--- src/hw/prc_pkg.sv ---
// Constants and state types for the pixel array readout control block
package prc_pkg;

  // ----------------------------------------------------------------
  // Widths
  // ----------------------------------------------------------------
  localparam int ADDR_W = 9;
  localparam int PIX_W = 10;
  localparam int GAIN_W = 2;
  localparam int WB_AW = 8;
  localparam int WB_DW = 32;
  localparam int WIDE_W = PIX_W + 3;

  // ----------------------------------------------------------------
  // Array geometry and limits
  // ----------------------------------------------------------------
  localparam logic [ADDR_W-1:0] ROW_LAST = 9'h1FF;
  localparam logic [ADDR_W-1:0] COL_LAST_RESET = 9'h1FF;
  localparam logic [ADDR_W-1:0] PTR_ZERO = 9'h000;
  localparam logic [ADDR_W-1:0] PTR_STEP = 9'h001;
  localparam logic [WIDE_W-1:0] PIX_MAX = 13'h03FF;

  // ----------------------------------------------------------------
  // Register byte addresses
  // ----------------------------------------------------------------
  localparam logic [WB_AW-1:0] REG_ROW_START = 8'h00;
  localparam logic [WB_AW-1:0] REG_COL_START = 8'h04;
  localparam logic [WB_AW-1:0] REG_LEFT_PTR = 8'h08;
  localparam logic [WB_AW-1:0] REG_RIGHT_PTR = 8'h0C;
  localparam logic [WB_AW-1:0] REG_COL_PTR = 8'h10;
  localparam logic [WB_AW-1:0] REG_CODE = 8'h14;
  localparam logic [WB_AW-1:0] REG_COL_LAST = 8'h18;
  localparam logic [WB_AW-1:0] REG_STATUS = 8'h1C;

  // ----------------------------------------------------------------
  // Byte lanes of the column end register
  // ----------------------------------------------------------------
  localparam int LANE_LO = 0;
  localparam int LANE_HI = 1;
  localparam int BYTE_MSB = 7;
  localparam int ADDR_MSB = ADDR_W - 1;
  localparam int BYTE_W = 8;

  // ----------------------------------------------------------------
  // Register state of the main block
  // ----------------------------------------------------------------
  typedef struct packed {
    logic [ADDR_W-1:0] row_start;
    logic [ADDR_W-1:0] col_start;
    logic [ADDR_W-1:0] left_ptr;
    logic [ADDR_W-1:0] right_ptr;
    logic [ADDR_W-1:0] col_ptr;
    logic [ADDR_W-1:0] col_last;
    logic left_prev;
    logic right_prev;
    logic col_prev;
    logic adc_prev;
    logic left_done_n;
    logic right_done_n;
    logic col_done_n;
    logic row_reset;
    logic row_select;
    logic [ADDR_W-1:0] reset_addr;
    logic [ADDR_W-1:0] select_addr;
    logic amp_s;
    logic amp_r;
    logic pix_valid;
    logic [PIX_W-1:0] amp;
    logic [PIX_W-1:0] conv;
    logic [PIX_W-1:0] code;
    logic code_oe;
    logic ack;
    logic [WB_DW-1:0] rdat;
  } prc_state_t;

endpackage

--- src/hw/prc_pin_sync.sv ---
// Three-stage pin synchroniser with agreement filter
module prc_pin_sync #(
  parameter int W = 1
) (
  // Clock and reset
  input wire logic mclk_in,
  input wire logic reset_in,
  // Raw pins and filtered levels
  input wire logic [W-1:0] raw_in,
  output logic [W-1:0] clean_out
);

  typedef struct packed {
    logic [W-1:0] s1;
    logic [W-1:0] s2;
    logic [W-1:0] s3;
    logic [W-1:0] clean;
  } prc_sync_state_t;

  prc_sync_state_t st;
  prc_sync_state_t next_st;

  // Shift chain; a bit changes once stages two and three agree
  always_comb begin
    next_st = st;
    next_st.s1 = raw_in;
    next_st.s2 = st.s1;
    next_st.s3 = st.s2;
    // Agreeing stages pass on, disagreeing ones keep the old level
    next_st.clean = (st.s2 & st.s3) | (st.clean & (st.s2 | st.s3));
  end

  // State register
  always_ff @(posedge mclk_in) begin
    if (reset_in) begin
      st <= '0;
    end else begin
      st <= next_st;
    end
  end

  assign clean_out = st.clean;

endmodule

--- src/hw/prc_readout.sv ---
// Pixel array readout control: start latches, pointers, amplifier, converter
// How it works
// - Row reset strobe resets the steered row
// - Row select selects steered row, held high
// - Steering one picks left, zero right
// - One address bus feeds both start latches
// - Row start latch tracks at zero, holds
// - Column start latch tracks at zero, holds
// - Left row pointer steps on falling edge
// - Right row pointer steps on falling edge
// - Left preset low loads row start value
// - Right preset low loads row start value
// - Column preset low loads column start value
// - Pixel output valid while column clock low
// - Calibration gives unity gain dark reference
// - Two gain bits pick x1 x2 x4 x8
// - Converter samples on converter clock falling edge
// - Complement control inverts every output bit
// - Output disable floats converter data outputs
// - Ten-bit result, bit zero least significant
// - Scan done low one period after end
// - Column clock fall steps to next pixel
//
// The implementer's own choices: the Wishbone slave port and the address map.
module prc_readout (
  // Clock and reset
  input wire logic mclk_in,
  input wire logic reset_in,
  // Start address bus and latch controls
  input wire logic [prc_pkg::ADDR_W-1:0] start_addr_in,
  input wire logic row_start_latch_ctl_in,
  input wire logic col_start_latch_ctl_in,
  // Pointer clocks and presets
  input wire logic left_row_shift_clock_in,
  input wire logic left_row_preset_n_in,
  input wire logic right_row_shift_clock_in,
  input wire logic right_row_preset_n_in,
  input wire logic column_shift_clock_in,
  input wire logic column_preset_n_in,
  // Row and column amplifier strobes
  input wire logic row_reset_strobe_in,
  input wire logic row_select_in,
  input wire logic left_right_steer_in,
  input wire logic col_amp_sample_in,
  input wire logic col_amp_reset_in,
  // Amplifier and converter controls
  input wire logic calibrate_in,
  input wire logic gain_select_lsb_in,
  input wire logic gain_select_msb_in,
  input wire logic converter_clock_in,
  input wire logic output_complement_ctl_in,
  input wire logic output_disable_in,
  // Pixel and dark reference levels
  input wire logic [prc_pkg::PIX_W-1:0] pixel_level_in,
  input wire logic [prc_pkg::PIX_W-1:0] dark_level_reference_in,
  // Wishbone slave
  input wire logic wb_cyc_in,
  input wire logic wb_stb_in,
  input wire logic wb_we_in,
  input wire logic [prc_pkg::WB_AW-1:0] wb_adr_in,
  input wire logic [3:0] wb_sel_in,
  input wire logic [prc_pkg::WB_DW-1:0] wb_dat_in,
  output logic [prc_pkg::WB_DW-1:0] wb_dat_out,
  output logic wb_ack_out,
  // Scan done flags
  output logic left_row_scan_done_n_out,
  output logic right_row_scan_done_n_out,
  output logic column_scan_done_n_out,
  // Pixel array drive
  output logic row_reset_out,
  output logic [prc_pkg::ADDR_W-1:0] row_reset_addr_out,
  output logic row_select_out,
  output logic [prc_pkg::ADDR_W-1:0] row_select_addr_out,
  output logic col_amp_sample_out,
  output logic col_amp_reset_out,
  output logic [prc_pkg::ADDR_W-1:0] pixel_column_out,
  output logic pixel_valid_out,
  output logic [prc_pkg::PIX_W-1:0] amp_level_out,
  // Converter data pins
  output logic [prc_pkg::PIX_W-1:0] pixel_code_out,
  output logic pixel_code_oe_out
);
  import prc_pkg::*;

  // ----------------------------------------------------------------
  // Pin synchronisation
  // ----------------------------------------------------------------
  logic [ADDR_W-1:0] addr_s;
  logic row_ld_s;
  logic col_ld_s;
  logic left_clk_s;
  logic left_pre_n_s;
  logic right_clk_s;
  logic right_pre_n_s;
  logic col_clk_s;
  logic col_pre_n_s;
  logic reset_s;
  logic select_s;
  logic steer_s;
  logic amp_s_s;
  logic amp_r_s;
  logic cal_s;
  logic [GAIN_W-1:0] gain_s;
  logic adc_clk_s;
  logic inv_s;
  logic tri_s;
  logic [PIX_W-1:0] pix_s;
  logic [PIX_W-1:0] dark_s;
  localparam int SYNC_W = ADDR_W + 2 * PIX_W + GAIN_W + 17;
  logic [SYNC_W-1:0] sync_raw;
  logic [SYNC_W-1:0] sync_clean;

  // Every sensor pin passes the same filtered chain; the Wishbone pins do not
  assign sync_raw = {start_addr_in, row_start_latch_ctl_in, col_start_latch_ctl_in,
    left_row_shift_clock_in, left_row_preset_n_in, right_row_shift_clock_in,
    right_row_preset_n_in, column_shift_clock_in, column_preset_n_in,
    row_reset_strobe_in, row_select_in, left_right_steer_in, col_amp_sample_in,
    col_amp_reset_in, calibrate_in, gain_select_msb_in, gain_select_lsb_in,
    converter_clock_in, output_complement_ctl_in, output_disable_in,
    pixel_level_in, dark_level_reference_in};
  assign {addr_s, row_ld_s, col_ld_s, left_clk_s, left_pre_n_s, right_clk_s,
    right_pre_n_s, col_clk_s, col_pre_n_s, reset_s, select_s, steer_s, amp_s_s,
    amp_r_s, cal_s, gain_s, adc_clk_s, inv_s, tri_s, pix_s, dark_s} = sync_clean;

  prc_pin_sync #(
    .W(SYNC_W)
  ) u_sync (
    .mclk_in(mclk_in),
    .reset_in(reset_in),
    .raw_in(sync_raw),
    .clean_out(sync_clean)
  );

  // ----------------------------------------------------------------
  // State and helpers
  // ----------------------------------------------------------------
  prc_state_t st;
  prc_state_t next_st;
  logic left_fall;
  logic right_fall;
  logic col_fall;
  logic adc_fall;
  logic [WIDE_W-1:0] gained;
  logic wb_req;

  // Pointer advance with wrap; upper bit is the done flag
  function automatic logic [ADDR_W:0] ptr_step(input logic [ADDR_W-1:0] p,
                                               input logic [ADDR_W-1:0] last);
    if (p == last) begin
      return {1'b0, PTR_ZERO};
    end
    return {1'b1, p + PTR_STEP};
  endfunction

  // Falling edges of the external clocks
  assign left_fall = st.left_prev & ~left_clk_s;
  assign right_fall = st.right_prev & ~right_clk_s;
  assign col_fall = st.col_prev & ~col_clk_s;
  assign adc_fall = st.adc_prev & ~adc_clk_s;
  assign wb_req = wb_cyc_in & wb_stb_in & ~st.ack;

  // Gain by left shift, clipped at full scale
  assign gained = WIDE_W'({3'h0, pix_s} << gain_s);

  // ----------------------------------------------------------------
  // Next state
  // ----------------------------------------------------------------
  always_comb begin
    next_st = st;
    next_st.left_prev = left_clk_s;
    next_st.right_prev = right_clk_s;
    next_st.col_prev = col_clk_s;
    next_st.adc_prev = adc_clk_s;

    // Start latches share the bus, each by its own control
    if (!row_ld_s) begin
      next_st.row_start = addr_s;
    end
    if (!col_ld_s) begin
      next_st.col_start = addr_s;
    end

    // Left row pointer: preset wins, else step on fall
    if (!left_pre_n_s) begin
      next_st.left_ptr = st.row_start;
      next_st.left_done_n = 1'b1;
    end else if (left_fall) begin
      {next_st.left_done_n, next_st.left_ptr} = ptr_step(st.left_ptr, ROW_LAST);
    end

    // Right row pointer
    if (!right_pre_n_s) begin
      next_st.right_ptr = st.row_start;
      next_st.right_done_n = 1'b1;
    end else if (right_fall) begin
      {next_st.right_done_n, next_st.right_ptr} = ptr_step(st.right_ptr, ROW_LAST);
    end

    // Column pointer ends at the programmed last column
    if (!col_pre_n_s) begin
      next_st.col_ptr = st.col_start;
      next_st.col_done_n = 1'b1;
    end else if (col_fall) begin
      {next_st.col_done_n, next_st.col_ptr} = ptr_step(st.col_ptr, st.col_last);
    end

    // Row strobes follow the steered pointer
    next_st.row_reset = reset_s;
    next_st.reset_addr = steer_s ? st.left_ptr : st.right_ptr;
    next_st.row_select = select_s;
    next_st.select_addr = steer_s ? st.left_ptr : st.right_ptr;
    next_st.amp_s = amp_s_s;
    next_st.amp_r = amp_r_s;

    // Output stage tracks while column clock high, holds while low, unless calibrating
    next_st.pix_valid = ~col_clk_s;
    if (cal_s) begin
      next_st.amp = dark_s;
    end else if (col_clk_s) begin
      next_st.amp = (gained > PIX_MAX) ? PIX_MAX[PIX_W-1:0] : gained[PIX_W-1:0];
    end

    // Converter samples the amplifier level on its clock fall
    if (adc_fall) begin
      next_st.conv = st.amp;
    end
    next_st.code = inv_s ? ~st.conv : st.conv;
    next_st.code_oe = ~tri_s;

    // Wishbone: one-cycle answer, ack drops the next cycle
    next_st.ack = wb_req;
    next_st.rdat = '0;
    if (wb_req && wb_we_in && wb_adr_in == REG_COL_LAST) begin
      if (wb_sel_in[LANE_LO]) begin
        next_st.col_last[BYTE_MSB:0] = wb_dat_in[BYTE_MSB:0];
      end
      if (wb_sel_in[LANE_HI]) begin
        next_st.col_last[ADDR_MSB] = wb_dat_in[BYTE_W];
      end
    end
    if (wb_req && !wb_we_in) begin
      case (wb_adr_in)
        REG_ROW_START: next_st.rdat = WB_DW'(st.row_start);
        REG_COL_START: next_st.rdat = WB_DW'(st.col_start);
        REG_LEFT_PTR: next_st.rdat = WB_DW'(st.left_ptr);
        REG_RIGHT_PTR: next_st.rdat = WB_DW'(st.right_ptr);
        REG_COL_PTR: next_st.rdat = WB_DW'(st.col_ptr);
        REG_CODE: next_st.rdat = WB_DW'(st.conv);
        REG_COL_LAST: next_st.rdat = WB_DW'(st.col_last);
        REG_STATUS: next_st.rdat = WB_DW'({steer_s, st.code_oe, st.pix_valid,
                                           st.col_done_n, st.right_done_n, st.left_done_n});
        default: next_st.rdat = '0;
      endcase
    end
  end

  // ----------------------------------------------------------------
  // State register
  // ----------------------------------------------------------------
  always_ff @(posedge mclk_in) begin
    if (reset_in) begin
      st <= '0;
      st.col_last <= COL_LAST_RESET;
      st.left_done_n <= 1'b1;
      st.right_done_n <= 1'b1;
      st.col_done_n <= 1'b1;
    end else begin
      st <= next_st;
    end
  end

  // Outputs straight from the state register
  assign wb_dat_out = st.rdat;
  assign wb_ack_out = st.ack;
  assign left_row_scan_done_n_out = st.left_done_n;
  assign right_row_scan_done_n_out = st.right_done_n;
  assign column_scan_done_n_out = st.col_done_n;
  assign row_reset_out = st.row_reset;
  assign row_reset_addr_out = st.reset_addr;
  assign row_select_out = st.row_select;
  assign row_select_addr_out = st.select_addr;
  assign col_amp_sample_out = st.amp_s;
  assign col_amp_reset_out = st.amp_r;
  assign pixel_column_out = st.col_ptr;
  assign pixel_valid_out = st.pix_valid;
  assign amp_level_out = st.amp;
  assign pixel_code_out = st.code;
  assign pixel_code_oe_out = st.code_oe;
endmodule

--- config.mk ---
export PLATFORM = sky130hd
export DESIGN_NAME = prc_readout
export DESIGN_NICKNAME = d
export VERILOG_FILES = /design/src/hw/prc_pkg.sv /design/src/hw/prc_pin_sync.sv /design/src/hw/prc_readout.sv
export SDC_FILE = /design/constraint.sdc
export NUM_CORES = 1
export LEC_CHECK = 0
export BUFFER_PORTS_ARGS = -buffer_cell sky130_fd_sc_hd__buf_4
export CAP_MARGIN = 20
export CORE_ASPECT_RATIO = 1.2
export CORE_MARGIN = 1.5
export CORE_UTILIZATION = 30
export DETAILED_ROUTE_END_ITERATION = 12
export GPL_TIMING_DRIVEN = 0
export PLACE_DENSITY = 0.51
export SLEW_MARGIN = 5
export SYNTH_ARGS = -nofsm -noshare
export SYNTH_HDL_FRONTEND = slang
export SYNTH_SLANG_ARGS = --single-unit
--- constraint.sdc ---
create_clock -name mclk_in -period 5.5 [get_ports mclk_in]
set_input_delay 1.1 -clock mclk_in [delete_from_list [all_inputs] [get_ports mclk_in]]
set_output_delay 1.1 -clock mclk_in [all_outputs]
set_load 0.02 [all_outputs]
==> impl_metrics.tcl, run 1 <==
set metrics [dict create \
    status "finished, final reports clean" \
    crit_path_end_kind "register" \
    io_pins 186 \
    synthXorXnorAreaFrac_pct 2.01 \
    drive_above_1_share_pct 22.1 \
    diodes 0 \
    grt_pass1_wl_um 46600 \
    port_buffers 135 \
    cp-start-kind "register" \
    grt_pass1_vias 8411 \
    dr_wl_met2_um 15100 \
    required_ns 5.93 \
    post_cts_buffers 0 \
    skew_ns 0.0140 \
    period_share_pct 47.6 \
    drv_cap 0 \
    ys_types 61 \
    num_vias 8719 \
    cts_tree "done" \
    grt.overflow.total 0 \
    syn_avg_cell_area_um2 9.65 \
    synth_edf_count 0 \
    top_layer "met4" \
    antenna_found_initial 0 \
    r2r_slack_ns 2.88 \
    finalNetCount 1511 \
    synth_top_cell_area_share_pct 52.7 \
    post_cts_resized 0 \
    yosys.area_share.simple_pct 19.3 \
    setup_viol 0 \
    ys_seq_elements 309 \
    clk_path_buf_depth 3 \
    reg2reg_from "st[121]" \
    finish.utilization_pct 37.8 \
    synthArstFlopShare_pct 0 \
    cp-startpoint "st[121]" \
    syn2layout_area_growth_pct 24.4 \
    htreeDepth 2 \
    power_leakage_nw 5.80 \
    crit_arrival_ns 3.05 \
    die_area_mm2 0.0403 \
    synth-compound-area-share_pct 11.3 \
    final.setup.tns_ns 0 \
    synthAdderAreaFrac_pct 0.533 \
    synth_warnings 0 \
    drt_iter0_markers 393 \
    synth_commonest_cells "309 x dfxtp_1, 162 x nor2b_1, 102 x nor2_1, 98 x nand2_1, 87 x a21oi_1" \
    synth.mux.area_fraction_pct 6.25 \
    synth_top_family_by_area "simple AND/OR/NAND/NOR gates" \
    numClockSinks 309 \
    yosysMostFrequentCell "dfxtp_1" \
    multi_input_area_mm2 0.00471 \
    die_y_um 220 \
    period_needed_ns 2.62 \
    place_ws_ns 2.78 \
    reg2reg_depth 11 \
    clock_latency_ns 0.52 \
    gp_congestion 0.867 \
    drt_wl_total_um 30400 \
    route.detailed.drc 0 \
    synth_area_leader_cell "dfxtp_1" \
    fmax_mhz 382 \
    route.met3.wl_um 1530 \
    p_per_area_mw_per_mm2 326 \
    hpwl_um 22800 \
    yosysSeqAreaShare_pct 52.7 \
    finalHoldViolCount 0 \
    ir_drop_uv 155 \
    grt_max_degree 14 \
    tightest_slew_ns 0.807 \
    wl_met1_um 12800 \
    ant_nets 0 \
    slew_violations 0 \
    cts_buffers 34 \
    hold_buffers 0 \
    postSynthCellCount 1217 \
    synth_ff_type "dfxtp_1" \
    netlist_area_mm2 0.0117 \
    fill_cells 3947 \
    drt-pass1-iter-count 5 \
    core_region_area_mm2 0.0386 \
    dieWidth_um 184 \
    slew_headroom_pct 46.2 \
    clk_pin_slew_ns 0.06 \
    routedWlPerCell_um 15.6 \
    rows 79 \
    critical_path_class "reg2reg" \
    cts_root_buffer "clkbuf_16" \
    endpoint "st[128]" \
    r2r_end "st[128]" \
    min_path_type "reg2reg" \
    synth.area.top_cells "dfxtp_1 53%, nor2b_1 8.6%, buf_4 5.2%" \
    rsz0062_at_grt "no" \
    ff_latch_area_mm2 0.00619 \
    track_usage_pct 15.1 \
    setup_ws_ns 2.88 \
    initial_core_util_pct 30.4 \
    path_max_fanout 8 \
    viasPerCell 4.46 \
]
==> cells in the final DEF (no fill, tap or decap), drive strengths merged, types with 20 or more instances in the layout <==
cell,count
a21oi,87
dfxtp,309
a211oi,20
conb,22
nor2,102
nand2,99
mux2i,47
clkbuf,95
buf,233
o21ai,77
nor2b,162
==> kinds of logic after synthesis <==
logic type | after synthesis
DFF | 309
xor gates and xnor gates | 27
AOI/OAI and AO/OA | 226
buffers and inverters | 154
and+or+nand+nor | 431
other | 1
adders and majority gates | 5
muxes | 64
==> per-layer routing <==
metal	track usage, %	vias up
li1	-	4370
met1	17.5	4059
met2	27.0	232
met3	3.11	58
met4	5.93	0
met5	0	-
==> layout make-up <==
| cell class | instances | share of cell area, % |
|---|---|---|
| multi-input cells | 775 | 32.2 |
| well taps | 526 | 4.51 |
| repair buffers | 135 | 6.94 |
| flip-flops and latches | 309 | 42.4 |
| clock inverters | 12 | 0.934 |
| plain buffers | 147 | 6.16 |
| inverters | 7 | 0.180 |
| clock buffers | 46 | 6.68 |
==> registers in the layout (all words and copies together) (netlist names) <==
signal                     count
row_reset_out                  1
wb_dat_out                    10
pixel_valid_out                1
row_select_out                 1
wb_ack_out                     1
right_row_scan_done_n_out      1
col_amp_reset_out              1
col_amp_sample_out             1
row_select_addr_out            9
amp_level_out                 10
u_sync.next_st                96
u_sync.st                     48
left_row_scan_done_n_out       1
pixel_code_out                10
column_scan_done_n_out         1
st                            59
pixel_code_oe_out              1
pixel_column_out               9
u_sync.clean_out              48
==> critical path, cell delays in order, from the launching register on <==
cell,delay (ns)
dfxtp_1,0.39
ha_1,0.26
and3_1,0.20
and3_1,0.21
and3_1,0.19
ha_1,0.17
clkbuf_1,0.19
or2_0,0.25
clkbuf_1,0.17
nor2_1,0.11
nand4_1,0.10
a311oi_1,0.27
==> worst min-delay path by stage <==
| stage | from | slack [ns] | end | cells past startpoint |
|---|---|---|---|---|
| floorplan | u_sync.clean_out[20] | 0.41 | pixel_code_oe_out | 1 |
| global placement | u_sync.next_st[99] | 0.42 | u_sync.next_st[51] | 1 |
| CTS | u_sync.next_st[100] | 0.44 | u_sync.next_st[52] | 1 |
| detailed placement | u_sync.next_st[100] | 0.42 | u_sync.next_st[52] | 1 |
| finish | u_sync.next_st[133] | 0.43 | u_sync.next_st[85] | 1 |
| global route | u_sync.next_st[115] | 0.44 | u_sync.next_st[67] | 1 |
==> report_power, final <==
part	internal (mW)	switching (mW)	leakage, nW
Combinational	0.0935	0.108	2.74
Sequential	2.29	0.0200	2.52
Clock	1.34	0.907	0.542
==> metrics by stage <==
step	power, mW	hold WS [ns]	instances	instance area (µm²)
after CTS	4.83	0.437	1957	14600
after floorplan	2.47	0.410	1238	11800
after global routing	4.94	0.444	1957	14600
after detailed placement	2.56	0.423	1899	13500
after global placement	2.56	0.424	1899	13500
final	4.76	0.432	1957	14600
No activity file was read; power rests on OpenSTA's default activity.
==> run 2, diff against run 1 <==
--- a/config.mk
+++ b/config.mk
@@ -5,6 +5,7 @@
 export SDC_FILE = /design/constraint.sdc
 export NUM_CORES = 1
 export LEC_CHECK = 0
+export ABC_AREA = 1
 export BUFFER_PORTS_ARGS = -buffer_cell sky130_fd_sc_hd__buf_4
 export CAP_MARGIN = 20
 export CORE_ASPECT_RATIO = 1.2
@@ -12,7 +13,7 @@
 export CORE_UTILIZATION = 30
 export DETAILED_ROUTE_END_ITERATION = 12
 export GPL_TIMING_DRIVEN = 0
-export PLACE_DENSITY = 0.51
+export PLACE_DENSITY = 0.52
 export SLEW_MARGIN = 5
 export SYNTH_ARGS = -nofsm -noshare
 export SYNTH_HDL_FRONTEND = slang
==> constraint.sdc (replaced) <==
create_clock -name mclk_in -period 2.3 [get_ports mclk_in]
set_input_delay 0.46 -clock mclk_in [delete_from_list [all_inputs] [get_ports mclk_in]]
set_output_delay 0.46 -clock mclk_in [all_outputs]
set_load 0.02 [all_outputs]
==> run 2 against run 1 <==
Flip-flop and latch count unchanged; combinational power rose by 130%; core utilization up 0.35 points; fmax is 28% higher; register-to-register slack got worse by 2.6 ns; sequential power is 140% higher; area after synthesis up 0.42%; cell count up 15%; sequential share of layout area down 0.49 points; global-route usage grew 0.61 points; routed wire length rose by 4.6%; clock skew grew 0.011 ns; critical endpoint unchanged; largest cell class unchanged.
==> impl_metrics.tcl, run 2 <==
set metrics [dict create \
    period_needed_ns 2.05 \
    critPathMaxStageDelay_ns 0.41 \
    min_path_type "in2reg" \
    dieWidth_um 184 \
    core_region_area_mm2 0.0387 \
    switching_share_pct 21.5 \
    ys_seq_elements 309 \
    clk_pin_slew_ns 0.06 \
    postSynthCellCount 1498 \
    netlist_area_mm2 0.0118 \
    viasPerCell 4.34 \
    finalNetCount 1795 \
    yosysSeqAreaShare_pct 52.5 \
    final_common_cell "dfxtp_1" \
    clock_latency_ns 0.53 \
    slowest_stage "dfxtp_1" \
    path_delay_family "simple AND/OR/NAND/NOR gates" \
    required_ns 2.67 \
    ant_nets 0 \
    drt_iter0_markers 525 \
    synth_warnings 0 \
    synth_area_leader_cell "dfxtp_1" \
    status "finished, final reports clean" \
    cts_root_buffer "clkbuf_16" \
    synth_top_cell_area_share_pct 52.5 \
    final_cell_mix "309 x dfxtp_1, 288 x nor2_1, 239 x inv_1" \
    slew_violations 0 \
    largest_reg_flops 96 \
    drv_cap 0 \
    diodes 0 \
    num_vias 9730 \
    hold_path_depth 3 \
    clkPwrFrac_pct 49.0 \
    reg2reg_depth 10 \
    grt_pass1_vias 9173 \
    htreeDepth 2 \
    rsz0062_at_grt "no" \
    setup_viol 0 \
    crit_arrival_ns 2.42 \
    tightest_slew_ns 0.789 \
    place_area_mm2 0.0136 \
    ir_drop_uv 354 \
    drive_above_1_share_pct 17.8 \
    finalHoldViolCount 0 \
    cts_tree "done" \
    cp-start-kind "register" \
    hpwl_um 24100 \
    power_leakage_nw 6.37 \
    critical_path_class "reg2reg" \
    grt_max_degree 15 \
    syn2layout_area_growth_pct 25.3 \
    period_share_pct 89.3 \
    cp_cell_sequence "ha_2 -> nand4_1 -> nor4_2 -> ha_1 -> nor2_1 -> inv_1 -> nor2_2 -> a21boi_0 -> o21ai_0 -> a21oi_1" \
    skew_ns 0.0254 \
    die_area_mm2 0.0405 \
    clk_path_buf_depth 3 \
    reg2reg_from "st[122]" \
    hold_buffers 0 \
    drt_wl_total_um 31800 \
    gp_congestion 0.893 \
    rows 79 \
    syn_avg_cell_area_um2 7.87 \
    min_from "pixel_level_in[0]" \
    antenna_found_initial 0 \
    p_switching_mw 2.51 \
    p_per_area_mw_per_mm2 792 \
    synthArstFlopShare_pct 0 \
    yosysMostFrequentCell "dfxtp_1" \
    synth_commonest_cells "309 x dfxtp_1, 289 x nor2_1, 239 x inv_1, 129 x nand2_1, 119 x o21ai_0" \
    crit_path_end_kind "register" \
    io_pins 186 \
    seq_power_share_pct 47.1 \
    initial_core_util_pct 30.4 \
    die_y_um 220 \
    r2r_end "st[128]" \
    cp.buffers_inverters 1 \
    path_max_fanout 5 \
    synth_edf_count 0 \
    routedWlPerCell_um 14.2 \
    intPower_mw 9.19 \
    stdcell_area_mm2 0.0148 \
    grt_pass1_wl_um 49400 \
    final.setup.tns_ns 0 \
    cts_buffers 34 \
    track_usage_pct 15.7 \
    hold_end "u_sync.next_st[106]" \
    route.detailed.drc 0 \
    ys_types 39 \
    p_comb_share_pct 3.9 \
    slew_headroom_pct 47.4 \
    port_buffers 138 \
    synth.area.top_cells "dfxtp_1 52%, nor2_1 9.2%, inv_1 7.6%" \
    synth_ff_type "dfxtp_1" \
    drt-pass1-iter-count 5 \
    grt.overflow.total 0 \
    numClockSinks 309 \
    r2r_slack_ns 0.25 \
    fmax_mhz 487 \
]
-- run 2: changes by cell type after synthesis, sizes merged, moves of 10 or more --
cell / delta
a21oi: +26
nand4: +13
inv: +236
clkbuf: -14
o21ai: +44
mux2i: -47
nand2: +33
o22ai: +11
nor2: +191
mux2: -11
nand3: +31
o221ai: +10
nor2b: -162
-- run 2: how the worst max path moves through the flow --
stage | startpoint | slack (ns) | cells past startpoint | end
6_report | st[122] | 0.25 | 10 | st[128]
4_1_cts | st[122] | 0.19 | 10 | st[128]
3_5_place_dp | reset_in | -0.23 | 5 | pixel_code_out[9]
5_1_grt | st[122] | 0.02 | 10 | st[128]
3_3_place_gp | reset_in | -0.22 | 5 | pixel_code_out[8]
2_1_floorplan | st[121] | 0.59 | 10 | st[128]
-- run 2: metal layers --
metal | routed length (µm) | vias to the layer above | GRT usage (%)
met5 | 0 | - | 0
met4 | 809 | 0 | 5.30
met3 | 1350 | 53 | 2.49
met2 | 15600 | 247 | 28.2
met1 | 14100 | 4425 | 19.0
li1 | - | 5005 | -
-- run 2: cells by family (layout without fill, tap and decap cells) --
| logic type | after synthesis | count (layout) | synth area share, % |
|---|---|---|---|
| AO/OA/AOI/OAI | 294 | 294 | 13.7 |
| AND/OR/NAND/NOR | 495 | 495 | 17.2 |
| XOR/XNOR | 17 | 17 | 1.26 |
| buffers and inverters | 377 | 576 | 14.8 |
| flip-flops | 309 | 309 | 52.5 |
| other | 1 | 22 | 0.0318 |
| adder cells (fa/ha/maj) | 5 | 5 | 0.531 |
-- run 2: cell type report --
cell class                      count  area (µm²)
Fill cell                        4179       24000
Clock inverter                     12         183
Inverter                          248         932
Sequential cell                   309        6190
Timing Repair Buffer              138        1040
Tap cell                          526         658
Multi-Input combinational cell    833        3950
Buffer                            129         811
Clock buffer                       49        1020
-- run 2: tightest hold or removal path, stage by stage --
cell and delay (ns):
buf_4 0.07, inv_1 0.03, nor2_1 0.06
-- run 2: through the flow --
stage	hold slack (ns)	util (%)	setup slack [ns]	cells	power (mW)
after floorplan	0.388	-	0.593	1519	5.88
after global placement	0.391	35.0	-0.216	2183	6.09
after detailed placement	0.396	35.0	-0.228	2183	6.10
after CTS	0.113	38.1	0.191	2244	11.9
after global routing	0.123	38.1	0.0179	2244	12.1
final	0.133	38.1	0.245	2244	11.7
-- run 2: timing repair --
action / 4_1_cts / 5_1_grt
buffers inserted: 0 / 0
resized for setup: 0 / 3
endpoints found under the setup margin: 0 / 2
-- run 2: power by group through the flow --
stage          clock network [mW]  registers (mW)  logic, mW
2_1_floorplan                   0            5.62      0.267
3_3_place_gp                    0            5.63      0.467
3_5_place_dp                    0            5.63      0.472
4_1_cts                      5.87            5.51      0.473
5_1_grt                      6.07            5.52      0.523
6_report                     5.73            5.51      0.461
==> run 3, diff against run 2 <==
--- a/config.mk
+++ b/config.mk
@@ -13,7 +13,7 @@
 export CORE_UTILIZATION = 30
 export DETAILED_ROUTE_END_ITERATION = 12
 export GPL_TIMING_DRIVEN = 0
-export PLACE_DENSITY = 0.52
+export PLACE_DENSITY = 0.46
 export SLEW_MARGIN = 5
 export SYNTH_ARGS = -nofsm -noshare
 export SYNTH_HDL_FRONTEND = slang
==> run 3 against run 2 <==
Cell count decreased by 0.18%; global-route usage increased by 0.22 points; clock skew decreased by 0.013 ns; critical endpoint unchanged; die area unchanged; register-to-register slack got worse by 0.05 ns.
==> impl_metrics.tcl, run 3 (synthesis gave the netlist of run 2 again) <==
set metrics [dict create \
    drv_cap 0 \
    endpoint "st[128]" \
    grt_pass1_wl_um 50100 \
    fmax_mhz 474 \
    crit_arrival_ns 2.52 \
    slew_headroom_pct 41.6 \
    tightest_slew_ns 0.876 \
    initial_core_util_pct 30.4 \
    drt_wl_total_um 31800 \
    finalHoldViolCount 0 \
    final_common_cell "dfxtp_1" \
    io_pins 186 \
    rsz0062_at_grt "no" \
    period_needed_ns 2.11 \
    reg2reg_from "st[122]" \
    cts_tree "done" \
    gp_congestion 0.881 \
    rows 79 \
    final.setup.tns_ns 0 \
    cp-start-kind "register" \
    power_leakage_nw 6.28 \
    min_path_type "in2reg" \
    status "finished, final reports clean" \
    skew_ns 0.0127 \
    required_ns 2.71 \
    hold_buffers 0 \
    syn2layout_area_growth_pct 23.7 \
    ant_nets 0 \
    final_cells 2240 \
    grt.overflow.total 0 \
    die_area_mm2 0.0405 \
    num_vias 9553 \
    route.detailed.drc 0 \
    crit_path_end_kind "register" \
    drt_iter0_markers 470 \
    antenna_found_initial 0 \
    cts_root_buffer "clkbuf_16" \
    hpwl_um 24500 \
    slew_violations 0 \
    r2r_slack_ns 0.19 \
    track_usage_pct 15.9 \
    final_cell_mix "309 x dfxtp_1, 288 x nor2_1, 239 x inv_1" \
    port_buffers 138 \
    clock_latency_ns 0.57 \
    p_per_area_mw_per_mm2 753 \
    routedWlPerCell_um 14.2 \
    ir_drop_uv 447 \
    stdcell_area_mm2 0.0146 \
    r2r_end "st[128]" \
    largest_reg_flops 96 \
    htreeDepth 1 \
    path_max_fanout 5 \
    grt_max_degree 16 \
    diodes 0 \
    hold_ws_ns 0.0893 \
    critical_path_class "reg2reg" \
    period_share_pct 91.6 \
    finalNetCount 1792 \
    cts_buffers 31 \
    numClockSinks 309 \
    setup_viol 0 \
    place_area_mm2 0.0136 \
    dieWidth_um 184 \
    core_region_area_mm2 0.0387 \
    clk_path_buf_depth 3 \
    grt_pass1_vias 9232 \
    total_power_mw 11.0 \
    reg2reg_depth 10 \
    drt-pass1-iter-count 5 \
    viasPerCell 4.26 \
    place_inst 2183 \
    cp-startpoint "st[122]" \
    clk_pin_slew_ns 0.06 \
    die_y_um 220 \
    drive_above_1_share_pct 17.2 \
]
[run 3: cell types whose count changed in the layout (fill, tap and decap cells not counted), sizes merged]
| cell | delta |
|---|---|
| clkbuf | -1 |
| bufinv | -2 |
| inv | +1 |
| clkinv | -3 |
| clkinvlp | +1 |
[run 3: how the worst min path moves through the flow]
stage / slack [ns] / from / cells after the start / endpoint
after detailed placement: 0.39 / u_sync.next_st[115] / 2 / u_sync.next_st[67]
after global routing: 0.07 / pixel_level_in[1] / 3 / u_sync.next_st[107]
final: 0.09 / pixel_level_in[2] / 3 / u_sync.next_st[108]
after floorplan: 0.39 / u_sync.next_st[96] / 2 / u_sync.next_st[48]
after CTS: 0.06 / pixel_level_in[2] / 3 / u_sync.next_st[108]
after global placement: 0.39 / u_sync.next_st[105] / 2 / u_sync.next_st[57]
[run 3: layer usage]
metal  up-vias  wire length [µm]  GRT usage [%]
met5         -                 0              0
met1      4257             13900           19.0
li1       5005                 -              -
met2       236             15700           29.3
met3        55              1320           1.91
met4         0               891           5.60
[run 3: layout make-up]
cell class / count / area, µm²
timing repair buffer: 138 / 1040
inverter: 248 / 932
tap: 526 / 658
clock buffer: 48 / 910
sequential: 309 / 6190
multi-input combinational: 833 / 3940
fill: 4150 / 24200
clock inverter: 9 / 105
buffer: 129 / 811
[run 3: critical path, stage by stage, from the launching register on]
cell	delay, ns
dfxtp_1	0.43
ha_1	0.26
nand4_1	0.21
nor4_1	0.24
ha_1	0.23
nor2_2	0.06
inv_1	0.12
nor2_1	0.09
a21boi_0	0.12
o21ai_0	0.09
a21oi_1	0.09
[run 3: repair_timing]
action | 4_1_cts | 5_1_grt
resized for setup | 0 | 1
setup buffers | 0 | 0
endpoints found under the setup margin | 0 | 1
[run 3: through the flow]
| step | setup slack, ns | util (%) |
|---|---|---|
| 3_5_place_dp | -0.309 | 35.0 |
| 3_3_place_gp | -0.280 | 35.0 |
| 6_report | 0.192 | 37.6 |
| 2_1_floorplan | 0.593 | - |
| 4_1_cts | 0.194 | 37.6 |
| 5_1_grt | 0.0493 | 37.6 |
[run 3: report_power, final]
part	leakage (nW)	internal (mW)	switching [mW]	total, mW
Clock	0.497	2.93	2.06	5.00
Sequential	2.52	5.46	0.0486	5.51
Combinational	3.26	0.187	0.274	0.461
